## config.mk

```make
export PLATFORM = sky130hd
export DESIGN_NAME = trf_report_filter
export DESIGN_NICKNAME = d
export VERILOG_FILES = /design/src/trf_pkg.sv /design/src/trf_report_filter.sv /design/src/trf_cmd_parser.sv /design/src/trf_axis_filter.sv
export SDC_FILE = /design/constraint.sdc
export NUM_CORES = 1
export LEC_CHECK = 0
export ABC_AREA = 1
export BUFFER_PORTS_ARGS = -buffer_cell sky130_fd_sc_hd__buf_2
export CAP_MARGIN = 0
export CORE_ASPECT_RATIO = 1.25
export CORE_MARGIN = 1
export CORE_UTILIZATION = 45
export DETAILED_ROUTE_END_ITERATION = 10
export REMOVE_ABC_BUFFERS = 1
export SYNTH_ARGS = -nofsm -noshare
export SYNTH_HDL_FRONTEND = slang
export SYNTH_HIERARCHICAL = 1
export SYNTH_SLANG_ARGS = --single-unit
```

## constraint.sdc

```tcl
create_clock -name clk -period 5.09 [get_ports clk]
set_input_delay 0.2545 -clock clk [delete_from_list [all_inputs] [get_ports clk]]
set_output_delay 0.2545 -clock clk [all_outputs]
set_load 0.05 [all_outputs]
```

## src/trf_pkg.sv

```systemverilog
package trf_pkg;

  // command bytes
  localparam logic [7:0] TRF_CMD_INCR     = 8'h49;
  localparam logic [7:0] TRF_CMD_AXIS     = 8'h47;
  localparam logic [7:0] TRF_CMD_QUERY_Z  = 8'h7A;
  localparam logic [7:0] TRF_CMD_QUERY_I  = 8'h69;

  // parameter byte encoding
  localparam logic [7:0] TRF_PARAM_OFFSET = 8'h20;
  localparam logic [7:0] TRF_PARAM_MAX    = 8'h7F;

  localparam int         TRF_COORD_W      = 16;
  localparam int         TRF_STEP_W       = 7;
  localparam int         TRF_RES_W        = 11;

  localparam logic [6:0]  TRF_STEP_RESET  = 7'h00;
  localparam logic [10:0] TRF_RES_DEFAULT = 11'h0C8;

  typedef enum logic [3:0] {
    TRF_MODE_POINT  = 4'h1,
    TRF_MODE_REMOTE = 4'h2,
    TRF_MODE_STREAM = 4'h4,
    TRF_MODE_SWITCH = 4'h8
  } trf_mode_e;

  typedef struct packed {
    logic [TRF_COORD_W-1:0] x;
    logic [TRF_COORD_W-1:0] y;
  } trf_point_s;

  typedef struct packed {
    trf_point_s pos;
    logic       prox;
    logic [2:0] buttons;
  } trf_report_s;

  typedef struct packed {
    logic                 hit;
    logic [TRF_RES_W-1:0] lpi;
  } trf_res_s;

  function automatic trf_res_s trf_res_lookup(input logic [7:0] code);
    trf_res_s r;
    r.hit = 1'b1;
    case (code)
      8'h6C:   r.lpi = 11'h001;
      8'h6E:   r.lpi = 11'h002;
      8'h70:   r.lpi = 11'h004;
      8'h64:   r.lpi = 11'h064;
      8'h65:   r.lpi = 11'h0C8;
      8'h66:   r.lpi = 11'h0FE;
      8'h67:   r.lpi = 11'h190;
      8'h68:   r.lpi = 11'h1F4;
      8'h69:   r.lpi = 11'h1FC;
      8'h6A:   r.lpi = 11'h3E8;
      8'h71:   r.lpi = 11'h3F8;
      default: begin
        r.hit = 1'b0;
        r.lpi = TRF_RES_DEFAULT;
      end
    endcase
    return r;
  endfunction

endpackage

```

## src/trf_report_filter.sv

```systemverilog
// Functional notes
// parameter byte is counts plus 32, 0..95
// host sends I then one parameter byte
// report only after moving increment in X/Y
// increment zero disables increment filtering
// point mode overrides both filters
// remote trigger: fresh if met, else resend
// stream: report only when met, rate limited
// stream: press and release resend last report
// switch stream: one report on unmet press
// G plus offset byte sets axis step
// axis step zero disables axis filtering
// first sample after enabling becomes reference
// met axis updates, unmet axis repeats value
// no two identical fresh axis reports
// grid coordinates are reference plus step multiples
// single-byte commands pick predefined resolution
// resolution defaults to 200 lpi
// increment query reports current increment
// out-of-range parameter keeps old setting
`timescale 1ns/100ps
module trf_report_filter
  import trf_pkg::*;
(
  // clock and reset
  input  wire logic                      clk,
  input  wire logic                      sys_rst,
  // command link
  input  wire logic                      cmd_valid,
  input  wire logic [7:0]                cmd_byte,
  input  wire logic                      reset_cmd,
  // report flow control
  input  wire trf_pkg::trf_mode_e        report_mode,
  input  wire logic                      trigger,
  input  wire logic                      rate_tick,
  // digitiser samples
  input  wire logic                      sample_valid,
  input  wire trf_pkg::trf_point_s       sample_pos,
  input  wire logic                      prox,
  input  wire logic [2:0]                buttons,
  // reports
  output trf_pkg::trf_report_s           report,
  output logic                           report_valid,
  // settings
  output logic [trf_pkg::TRF_STEP_W-1:0] increment_step,
  output logic [trf_pkg::TRF_STEP_W-1:0] axis_step,
  output logic [trf_pkg::TRF_RES_W-1:0]  resolution_lpi,
  // query answer
  output logic                           query_valid,
  output logic [7:0]                     query_value
);
  import trf_pkg::*;

  logic                  inc_wr;
  logic                  axis_wr;
  logic [TRF_STEP_W-1:0] step_val;
  logic                  res_wr;
  logic [TRF_RES_W-1:0]  res_lpi;
  logic                  query_pulse;

  trf_point_s  cur;
  trf_report_s last_rep;
  trf_point_s  fresh;
  logic        fresh_pend;
  logic        ref_pend;
  logic        btn_prev;

  trf_point_s  base;
  logic        inc_x;
  logic        inc_y;
  logic        grid_x;
  logic        grid_y;
  trf_point_s  grid_pos;
  logic        filt_on;
  logic        btn_held;
  logic        btn_press;
  logic        btn_release;
  logic        send_fresh;
  logic        send_last;
  logic        send_cur;
  logic        fresh_set;
  trf_point_s  next_fresh;
  logic        fresh_new;

  trf_cmd_parser u_parser (
    .clk         (clk),
    .sys_rst     (sys_rst),
    .cmd_valid   (cmd_valid),
    .cmd_byte    (cmd_byte),
    .inc_wr      (inc_wr),
    .axis_wr     (axis_wr),
    .step_val    (step_val),
    .res_wr      (res_wr),
    .res_lpi     (res_lpi),
    .query_pulse (query_pulse)
  );

  trf_axis_filter #(.W(TRF_COORD_W)) u_filt_x (
    .cur       (sample_pos.x),
    .base      (base.x),
    .inc_step  (increment_step),
    .grid_step (axis_step),
    .inc_met   (inc_x),
    .grid_met  (grid_x),
    .grid_next (grid_pos.x)
  );

  trf_axis_filter #(.W(TRF_COORD_W)) u_filt_y (
    .cur       (sample_pos.y),
    .base      (base.y),
    .inc_step  (increment_step),
    .grid_step (axis_step),
    .inc_met   (inc_y),
    .grid_met  (grid_y),
    .grid_next (grid_pos.y)
  );

  assign base        = fresh_pend ? fresh : last_rep.pos;
  assign filt_on     = (increment_step != TRF_STEP_RESET) || (axis_step != TRF_STEP_RESET);
  assign btn_held    = |buttons;
  assign btn_press   = btn_held && !btn_prev;
  assign btn_release = !btn_held && btn_prev;
  // a point equal to the one about to stand as last report is not news
  assign fresh_new   = next_fresh != (send_fresh ? fresh : last_rep.pos);

  // settings
  always_ff @(posedge clk) begin
    if (sys_rst || reset_cmd) begin
      increment_step <= TRF_STEP_RESET;
      axis_step      <= TRF_STEP_RESET;
      resolution_lpi <= TRF_RES_DEFAULT;
    end else begin
      if (inc_wr) begin
        increment_step <= step_val;
      end
      if (axis_wr) begin
        axis_step <= step_val;
      end
      if (res_wr) begin
        resolution_lpi <= res_lpi;
      end
    end
  end

  // query answer
  always_ff @(posedge clk) begin
    if (sys_rst) begin
      query_valid <= 1'b0;
      query_value <= TRF_PARAM_OFFSET;
    end else begin
      query_valid <= query_pulse;
      query_value <= TRF_PARAM_OFFSET + {1'b0, increment_step};
    end
  end

  // sample capture and button edge
  always_ff @(posedge clk) begin
    if (sys_rst) begin
      cur      <= '0;
      btn_prev <= 1'b0;
    end else begin
      btn_prev <= btn_held;
      if (sample_valid) begin
        cur <= sample_pos;
      end
    end
  end

  // threshold evaluation on each new sample
  always_comb begin
    fresh_set  = 1'b0;
    next_fresh = fresh;
    if (sample_valid && filt_on && (report_mode != TRF_MODE_POINT)) begin
      if (ref_pend) begin
        fresh_set  = 1'b1;
        next_fresh = sample_pos;
      end else if (axis_step != TRF_STEP_RESET) begin
        if (grid_x || grid_y) begin
          fresh_set    = 1'b1;
          next_fresh.x = grid_x ? grid_pos.x : base.x;
          next_fresh.y = grid_y ? grid_pos.y : base.y;
        end
      end else if (inc_x || inc_y) begin
        fresh_set  = 1'b1;
        next_fresh = sample_pos;
      end
    end
  end

  // report decision per flow mode
  always_comb begin
    send_fresh = 1'b0;
    send_last  = 1'b0;
    send_cur   = 1'b0;
    case (report_mode)
      TRF_MODE_POINT: begin
        send_cur = btn_press;
      end
      TRF_MODE_REMOTE: begin
        if (trigger) begin
          if (!filt_on) begin
            send_cur = 1'b1;
          end else if (fresh_pend) begin
            send_fresh = 1'b1;
          end else begin
            send_last = 1'b1;
          end
        end
      end
      TRF_MODE_STREAM: begin
        if (!filt_on) begin
          send_cur = rate_tick;
        end else if (btn_press || btn_release) begin
          send_last = 1'b1;
        end else begin
          send_fresh = rate_tick && fresh_pend;
        end
      end
      TRF_MODE_SWITCH: begin
        if (!filt_on) begin
          send_cur = btn_held && rate_tick;
        end else if (btn_press && !fresh_pend) begin
          send_last = 1'b1;
        end else begin
          send_fresh = btn_held && rate_tick && fresh_pend;
        end
      end
      default: begin
        send_cur = 1'b0;
      end
    endcase
  end

  // pending fresh point; a new threshold hit wins over the send
  always_ff @(posedge clk) begin
    if (sys_rst || reset_cmd) begin
      fresh      <= '0;
      fresh_pend <= 1'b0;
      ref_pend   <= 1'b0;
    end else begin
      if (inc_wr || axis_wr) begin
        ref_pend <= (step_val != TRF_STEP_RESET);
      end else if (fresh_set) begin
        ref_pend <= 1'b0;
      end
      if (!filt_on) begin
        fresh_pend <= 1'b0;
      end else if (fresh_set) begin
        fresh_pend <= fresh_new;
        fresh      <= next_fresh;
      end else if (send_fresh || send_cur) begin
        fresh_pend <= 1'b0;
      end
    end
  end

  // report output
  always_ff @(posedge clk) begin
    if (sys_rst) begin
      report_valid <= 1'b0;
      report       <= '0;
      last_rep     <= '0;
    end else begin
      report_valid <= send_fresh || send_last || send_cur;
      if (send_cur) begin
        report       <= '{pos: cur, prox: prox, buttons: buttons};
        last_rep     <= '{pos: cur, prox: prox, buttons: buttons};
      end else if (send_fresh) begin
        report       <= '{pos: fresh, prox: prox, buttons: buttons};
        last_rep     <= '{pos: fresh, prox: prox, buttons: buttons};
      end else if (send_last) begin
        report       <= '{pos: last_rep.pos, prox: prox, buttons: buttons};
        last_rep.buttons <= buttons;
      end
    end
  end

  // checks
  inc_sequence_a: assert property (@(posedge clk) disable iff (sys_rst || reset_cmd)
    (cmd_valid && cmd_byte == TRF_CMD_INCR && u_parser.state == 4'h1) ##1
    (cmd_valid && cmd_byte >= TRF_PARAM_OFFSET && cmd_byte <= TRF_PARAM_MAX)
    |-> ##2 (increment_step == 7'($past(cmd_byte, 2) - TRF_PARAM_OFFSET)))
    else $error("increment byte not applied");
  param_write_a: assert property (@(posedge clk) disable iff (sys_rst || reset_cmd)
    inc_wr |=> increment_step == $past(step_val))
    else $error("increment step not stored");
  reject_keep_a: assert property (@(posedge clk) disable iff (sys_rst || reset_cmd)
    !inc_wr && !axis_wr |=> increment_step == $past(increment_step)
                            && axis_step == $past(axis_step))
    else $error("setting changed without valid write");
  point_override_a: assert property (@(posedge clk) disable iff (sys_rst)
    report_valid && $past(report_mode) == TRF_MODE_POINT |-> $past(btn_press))
    else $error("point mode report without press");
  remote_answer_a: assert property (@(posedge clk) disable iff (sys_rst)
    report_mode == TRF_MODE_REMOTE && trigger && filt_on && !fresh_pend
    |=> report_valid && report.pos == $past(last_rep.pos))
    else $error("trigger did not resend last report");
  stream_rate_a: assert property (@(posedge clk) disable iff (sys_rst)
    report_valid && $past(report_mode) == TRF_MODE_STREAM && $past(filt_on)
    && !$past(btn_press || btn_release) |-> $past(rate_tick) && $past(fresh_pend))
    else $error("stream report outside rate or unmet");
  release_resend_a: assert property (@(posedge clk) disable iff (sys_rst)
    report_mode == TRF_MODE_STREAM && filt_on && btn_release
    |=> report_valid && report.buttons == 3'h0 && report.pos == $past(last_rep.pos))
    else $error("release did not resend last report");
  switch_press_a: assert property (@(posedge clk) disable iff (sys_rst)
    report_mode == TRF_MODE_SWITCH && filt_on && btn_press && !fresh_pend
    |=> report_valid ##1 (!report_valid || $past(fresh_pend)))
    else $error("switch stream press not one report");
  filter_off_a: assert property (@(posedge clk) disable iff (sys_rst)
    !filt_on |=> !fresh_pend)
    else $error("fresh point pending with filters off");
  no_repeat_a: assert property (@(posedge clk) disable iff (sys_rst)
    send_fresh && axis_step != TRF_STEP_RESET |-> fresh != last_rep.pos)
    else $error("identical axis report repeated");
  query_answer_a: assert property (@(posedge clk) disable iff (sys_rst)
    query_pulse |=> query_valid && query_value == TRF_PARAM_OFFSET + {1'b0, increment_step})
    else $error("query answer wrong");
  res_select_a: assert property (@(posedge clk) disable iff (sys_rst || reset_cmd)
    res_wr |=> resolution_lpi == $past(res_lpi))
    else $error("resolution not selected");

  remote_fresh_c: cover property (@(posedge clk) disable iff (sys_rst)
    report_mode == TRF_MODE_REMOTE && trigger && fresh_pend);
  stream_fresh_c: cover property (@(posedge clk) disable iff (sys_rst)
    report_mode == TRF_MODE_STREAM && send_fresh);
  axis_ref_c: cover property (@(posedge clk) disable iff (sys_rst)
    ref_pend && fresh_set && axis_step != TRF_STEP_RESET);
  query_c: cover property (@(posedge clk) disable iff (sys_rst) query_valid);

endmodule

```

## src/trf_cmd_parser.sv

```systemverilog
`timescale 1ns/100ps
module trf_cmd_parser
  import trf_pkg::*;
(
  // clock and reset
  input  wire logic                 clk,
  input  wire logic                 sys_rst,
  // command byte stream
  input  wire logic                 cmd_valid,
  input  wire logic [7:0]           cmd_byte,
  // decoded actions
  output logic                      inc_wr,
  output logic                      axis_wr,
  output logic [TRF_STEP_W-1:0]     step_val,
  output logic                      res_wr,
  output logic [TRF_RES_W-1:0]      res_lpi,
  output logic                      query_pulse
);

  typedef enum logic [3:0] {
    TRF_PS_IDLE = 4'h1,
    TRF_PS_INC  = 4'h2,
    TRF_PS_AXIS = 4'h4,
    TRF_PS_Z    = 4'h8
  } trf_pstate_e;

  trf_pstate_e state;
  logic        in_range;
  logic [7:0]  diff;
  trf_res_s    res;

  assign in_range = (cmd_byte >= TRF_PARAM_OFFSET) && (cmd_byte <= TRF_PARAM_MAX);
  assign diff     = cmd_byte - TRF_PARAM_OFFSET;
  assign res      = trf_res_lookup(cmd_byte);

  always_ff @(posedge clk) begin
    if (sys_rst) begin
      state <= TRF_PS_IDLE;
    end else if (cmd_valid) begin
      case (state)
        TRF_PS_IDLE: begin
          if (cmd_byte == TRF_CMD_INCR) begin
            state <= TRF_PS_INC;
          end else if (cmd_byte == TRF_CMD_AXIS) begin
            state <= TRF_PS_AXIS;
          end else if (cmd_byte == TRF_CMD_QUERY_Z) begin
            state <= TRF_PS_Z;
          end
        end
        default: state <= TRF_PS_IDLE;
      endcase
    end
  end

  always_ff @(posedge clk) begin
    if (sys_rst) begin
      inc_wr      <= 1'b0;
      axis_wr     <= 1'b0;
      step_val    <= TRF_STEP_RESET;
      res_wr      <= 1'b0;
      res_lpi     <= TRF_RES_DEFAULT;
      query_pulse <= 1'b0;
    end else begin
      inc_wr      <= cmd_valid && (state == TRF_PS_INC) && in_range;
      axis_wr     <= cmd_valid && (state == TRF_PS_AXIS) && in_range;
      step_val    <= diff[TRF_STEP_W-1:0];
      res_wr      <= cmd_valid && (state == TRF_PS_IDLE) && res.hit;
      res_lpi     <= res.lpi;
      query_pulse <= cmd_valid && (state == TRF_PS_Z) && (cmd_byte == TRF_CMD_QUERY_I);
    end
  end

endmodule

```

## src/trf_axis_filter.sv

```systemverilog
`timescale 1ns/100ps
module trf_axis_filter #(
  parameter int W = 16
) (
  // positions
  input  wire logic [W-1:0] cur,
  input  wire logic [W-1:0] base,
  // thresholds
  input  wire logic [6:0]   inc_step,
  input  wire logic [6:0]   grid_step,
  // decisions
  output logic              inc_met,
  output logic              grid_met,
  output logic [W-1:0]      grid_next
);

  logic         neg;
  logic [W-1:0] mag;
  logic [W-1:0] inc_w;
  logic [W-1:0] grid_w;

  assign neg       = cur < base;
  assign mag       = neg ? (base - cur) : (cur - base);
  assign inc_w     = W'(inc_step);
  assign grid_w    = W'(grid_step);
  assign inc_met   = (inc_step != 7'h00) && (mag >= inc_w);
  assign grid_met  = (grid_step != 7'h00) && (mag >= grid_w);
  // one grid step per sample keeps the value on the lattice
  assign grid_next = neg ? (base - grid_w) : (base + grid_w);

endmodule

```

======== Yosys cells after proc, flatten, opt, wreduce, memory -nomap -nowiden ========
Index checks and enable logic that the tools add are counted.
storage, ports and cells
  bits of input ports ..................... 55
  register bits after elaboration ......... 196
  word-level logic and storage cells ...... 171
cells by class
  add/subtract/negate cells ............... 10
  equal/unequal tests ..................... 25
  reduce and logical (&&, ||, !) cells .... 45
  muxes and demuxes ....................... 56
  bitwise operators ....................... 1
  magnitude comparators ................... 8
operators by type and width
  cell                                                                                 number
  32-bit 2-to-1 mux                                                                    7
  36-bit 2-to-1 mux                                                                    4
  8-bit by 7-bit == test with 1-bit output, second input constant                      14
  10-bit case mux with 10 select lines                                                 1
  16-bit 2-to-1 mux                                                                    6
  16-bit by 7-bit greater-or-equal comparator with 1-bit output                        4
  16-bit subtractor                                                                    4
  33-bit 2-to-1 mux                                                                    1
  16-bit by 7-bit adder with 16-bit output                                             2
  16-bit less-than comparator                                                          2
  32-bit inequality test                                                               1
  16-bit by 7-bit subtractor with 16-bit output                                        2
  1-bit 2-to-1 mux                                                                     28
  1-bit logical AND                                                                    21
  7-bit nonzero test                                                                   3
  4-bit 2-to-1 mux                                                                     4
  11-bit OR reduction                                                                  1
  1-bit logical OR                                                                     9
  6-bit by 7-bit adder with 8-bit output, first input constant                         1
  4-bit by 1-bit == test with 1-bit output, second input constant                      2
  4-bit by 2-bit == test with 1-bit output, second input constant                      2
  4-bit by 3-bit == test with 1-bit output, second input constant                      2
  4-bit == test, second input constant                                                 2
  8-bit by 6-bit greater-or-equal comparator with 1-bit output, second input constant  1
  other kinds (13)                                                                     21

======== Longest topological paths before layout ========
  word-level depth ........................ 12
  depth in mapped cells ................... 51

======== Cells and area by module ========
Netlist, hierarchy kept.
by module, submodules not included
  module                      instances  seq. area each (µm²)  cells each  area an instance (µm²)
  trf_report_filter           1          3403.3                1677        9854.5
  trf_axis_filter (u_filt_x)  1          0.0                   638         3409.5
  trf_axis_filter (u_filt_y)  1          0.0                   608         3326.9
  trf_cmd_parser              1          500.5                 156         1087.3

======== Least setup slack after synthesis ========
OpenSTA, ideal clock, no wires.
  path type ............................... register -> register
  start ................................... register fresh_pend
  end ..................................... register fresh_pend
  cell stages (with the launch flop) ...... 45
  slack ................................... -0.179 ns
  buffers on the path ..................... 4
  library setup time ...................... 0.112 ns
  arrival ................................. 5.157 ns
  cell sequence ........................... dfxtp_1 clkbuf_1 o21ai_0 inv_1 fa_1 nand3_1 nand3_2 nand2_1 nand2_2 a21oi_4 buf_6 nand3_2 o21ai_2 xor2_1 inv_1 ha_1 nand2_1 inv_1 [9 not listed] inv_1 buf_2 inv_2 nor2_1 buf_2 nand3_1 nand3_1 nand3_1 nand2_1 nand2_1 nand3_1 nand2_1 nor2_1 nand2_1 nor2_1 nand3_1 nor2_1 nor2_1
RTL lines
  item                    line                      source
  from (decl)             trf_report_filter.sv:64   logic fresh_pend;
  from (signal assigned)  trf_report_filter.sv:249  fresh_pend <= fresh_new;

==> results.sh <==
export IMPL_status="finished with violations"
export IMPL_violations="design-rule violations, negative setup slack"
export IMPL_wl_um=67400
export IMPL_max_vdd_ir_drop_uv=239
export IMPL_yosysTopAreaCell="nand2_1"
export IMPL_cp_startpoint="fresh_pend$_SDFFE_PP0P_"
export IMPL_syn_inst=3079
export IMPL_synthXorXnorAreaFrac=0.0268
export IMPL_cellLeakagePower_nw=12.4
export IMPL_cts_buffers=17
export IMPL_grt_first_pass_wirelength_um=103000
export IMPL_antenna_cells=0
export IMPL_r2r_start="fresh_pend$_SDFFE_PP0P_"
export IMPL_clkPwrFrac=0.318
export IMPL_start_util=0.460
export IMPL_ant_nets=0
export IMPL_portBuffers=125
export IMPL_critPathSlowestCell="dfxtp_4"
export IMPL_yosys_top_cells_area="nand2_1, dfxtp_1, inv_1"
export IMPL_syn_area_per_cell_sq_um=5.74
export IMPL_grt_max_degree=71
export IMPL_drt_iter0_drc=1658
export IMPL_synth_top_cell_area_share=0.237
export IMPL_slowest_delay_ns=0.45
export IMPL_die_h_um=224
export IMPL_drive_gt1_frac=0.194
export IMPL_drv_slew=0
export IMPL_tns_ns=-0.216
export IMPL_start_kind="flop"
export IMPL_clkTransAtPathRegs_ns=0.09
export IMPL_num_rows=80
export IMPL_wl_per_cell_um=16.9
export IMPL_dieArea_sq_um=40100
export IMPL_synth_simple_area_share=0.411
export IMPL_multi_input_area_sq_um=11900
export IMPL_clock_sinks=195
export IMPL_dp_hpwl_um=52200
export IMPL_cp_end_kind="flop"
export IMPL_antenna_found_initial=0
export IMPL_drc_errors=8
export IMPL_crit_type="reg2reg"
export IMPL_synth_fa_ha_area_frac=0.0960
export IMPL_fmax_mhz=188
export IMPL_cp_required_ns=5.45
export IMPL_grt_pass1_vias=19400
export IMPL_power_switching_w=0.00173
export IMPL_finalPower_w=0.00469
export IMPL_switching_share=0.369
export IMPL_dieWidth_um=179
export IMPL_yosysWarnings=6
export IMPL_vias=20900
export IMPL_rsz0062_at_grt="yes"
export IMPL_vias_per_cell=5.25
export IMPL_min_period_ns=5.31
export IMPL_max_cap_violations=0
export IMPL_core_sq_um=38400
export IMPL_synth_compound_area_share=0.120
export IMPL_power_density_nw_per_um2=209
export IMPL_cts_buffer_depth=2
export IMPL_period_share=1.04
export IMPL_slew_headroom=0.262
export IMPL_finalSetupViolations=1
export IMPL_fin_util=0.584
export IMPL_grt_usage=0.333
export IMPL_async_reset_ff_frac=0
export IMPL_gr_total_overflow=0
export IMPL_synth_top_family_by_area="simple AND/OR/NAND/NOR gates"
export IMPL_clk_latency_ns=0.46
export IMPL_ios=126
export IMPL_ys_flop_type="dfxtp_1"
export IMPL_hold_class="in2reg"
export IMPL_tritoncts="built"
export IMPL_final_hold_viol_count=0
export IMPL_cpLargestDelayFamily="simple AND/OR/NAND/NOR gates"
export IMPL_ys_types=57
export IMPL_final_seq_area_sq_um=3910
export IMPL_clock_skew_ns=0.0227
export IMPL_worst_slew_pin_slew_ns=1.11
export IMPL_muxShareOfSynthArea=0.000566
export IMPL_yosys_register_bits=195
export IMPL_finalNetCount=3673
export IMPL_worstPathArrival_ns=5.67
export IMPL_htree_num_levels=4
export IMPL_synth_edff_count=0
export IMPL_setup_ws_ns=-0.216
export IMPL_clockRootBuffer="clkbuf_16"
export IMPL_fill_cells=3923
export IMPL_area_growth_pct=26.9
export IMPL_finalWeightedCongestion=0.960
export IMPL_pwr_share_comb=0.337
export IMPL_hold_start="prox"
export IMPL_p_seq_frac=0.345
export IMPL_crit_buf_inv=9
export IMPL_firstDrtPassIters=9
export IMPL_cp_common_cell="nand2_1"
export IMPL_synthesis_area_sq_um=17700
export IMPL_ys_seq_area_frac=0.221
export IMPL_cp_max_fo=7
export IMPL_internal_power_w=0.00296
==> synth_stat cells, types with 2 or more instances <==
library cell / n
a21boi_0: 4
a21o_1: 3
a21oi_1: 173
a21oi_4: 3
a31oi_1: 11
a31oi_2: 2
and2_1: 13
and3_1: 2
buf_1: 5
buf_2: 40
buf_4: 3
buf_6: 6
clkbuf_1: 57
clkbuf_2: 2
clkinv_1: 4
dfxtp_1: 195
fa_1: 6
ha_1: 126
inv_1: 431
inv_2: 11
nand2_1: 1116
nand2_2: 16
nand2_4: 4
nand3_1: 262
nand3_2: 3
nand3b_1: 4
nand4_1: 24
nor2_1: 261
nor2_2: 8
nor2_4: 5
nor3_1: 13
nor4_1: 5
o211ai_1: 16
o21a_1: 2
o21ai_0: 152
o21ai_1: 7
o21ai_2: 2
o22ai_1: 2
o311ai_0: 2
or2_2: 9
xnor2_1: 11
xor2_1: 43
==> worst paths after layout <==
check | endpoint | slack [ns] | cells after the start
worst max-delay path | fresh_pend$_SDFFE_PP0P_ | -0.22 | 47
worst min-delay path | report[3]$_SDFFE_PP0P_ | 0.03 | 3
worst max register to register | fresh_pend$_SDFFE_PP0P_ | -0.22 | 47
worst min register to register | query_valid$_SDFF_PP0_ | 0.43 | 2
==> final cells by class <==
| class | count | area share |
|---|---|---|
| clock inverter | 15 | 0.0100 |
| multi-input combinational | 2325 | 0.530 |
| timing repair buffer | 501 | 0.164 |
| inverter | 446 | 0.0752 |
| tap | 492 | 0.0274 |
| sequential | 195 | 0.174 |
| clock buffer | 17 | 0.0190 |
==> sequential cells by signal (all words and copies together) (netlist names), 7 cells and up <==
name and flops:
fresh 32, cur 32, increment_step 7, report 36
u_parser/step_val 7, query_value 8, axis_step 7, resolution_lpi 11
u_parser/res_lpi 10, last_rep 32
==> power groups by stage <==
| stage | clock [W] | combinational (W) | sequential, W |
|---|---|---|---|
| floorplan | 0 | 0.000836 | 0.00172 |
| global placement | 0 | 0.00148 | 0.00165 |
| detailed placement | 0 | 0.00149 | 0.00165 |
| CTS | 0.00152 | 0.00151 | 0.00162 |
| global route | 0.00156 | 0.00176 | 0.00162 |
| finish | 0.00149 | 0.00158 | 0.00162 |
==> metrics by stage <==
stage	instances	hold WS [ns]	setup WS, ns	area, sq um
2_1_floorplan	2966	0.321	-2.02	17100
5_1_grt	3991	0.0361	-0.589	22400
3_3_place_gp	3932	0.411	-0.530	21100
6_report	3991	0.0316	-0.216	22400
4_1_cts	3973	0.0107	-0.226	21900
3_5_place_dp	3932	0.412	-0.554	21100
==> worst reg2reg max path: cells and delay by family (launching register included) <==
family          cells  cell delay [ns]
xor+xnor            1             0.18
compound gates      6             0.61
buf+inv             9             0.95
flops               1             0.45
simple gates       28             2.12
fa+ha+maj           3             0.87
==> layer usage <==
layer	part of all wire	vias up	global-route usage
li1	-	10500	-
met5	0	-	0
met3	0.070	111	0.0441
met1	0.44	9558	0.440
met4	0.032	0	0.119
met2	0.46	805	0.549
==> kinds of logic (layout without fill, tap and decap cells) <==
logic type / count (synthesis) / count (layout)
flops: 195 / 195
mux: 1 / 1
other cells: 1 / 1
compound gates: 386 / 386
simple gates: 1751 / 1751
buf+inv: 559 / 979
fa+ha+maj: 132 / 132
xor+xnor: 54 / 54
==> layout by cell type, fill, tap and decap left out, types with 16 or more instances in the layout <==
cell type  Yosys  routed
nand3_1      262     257
inv_1        431     422
clkbuf_16      0      19
nand2_1     1116    1096
o21ai_0      152     141
o211ai_1      16      16
a21oi_1      173     164
nand4_1       24      24
inv_2         11      16
dfxtp_1      195     194
buf_4          3     348
xor2_1        43      43
buf_2         40     125
ha_1         126     113
nor2_1       261     258
nand2_2       16      35
==> repair_timing <==
action / CTS / global route
hold endpoints to repair: 1 / 0
pin swaps: 7 / 47
cloned: 0 / 2
buffers inserted: 8 / 16
hold buffers: 1 / 0
gates resized for setup: 28 / 84
endpoints found under the setup margin: 23 / 33
Note: power is estimated with default switching activity, not from simulation.
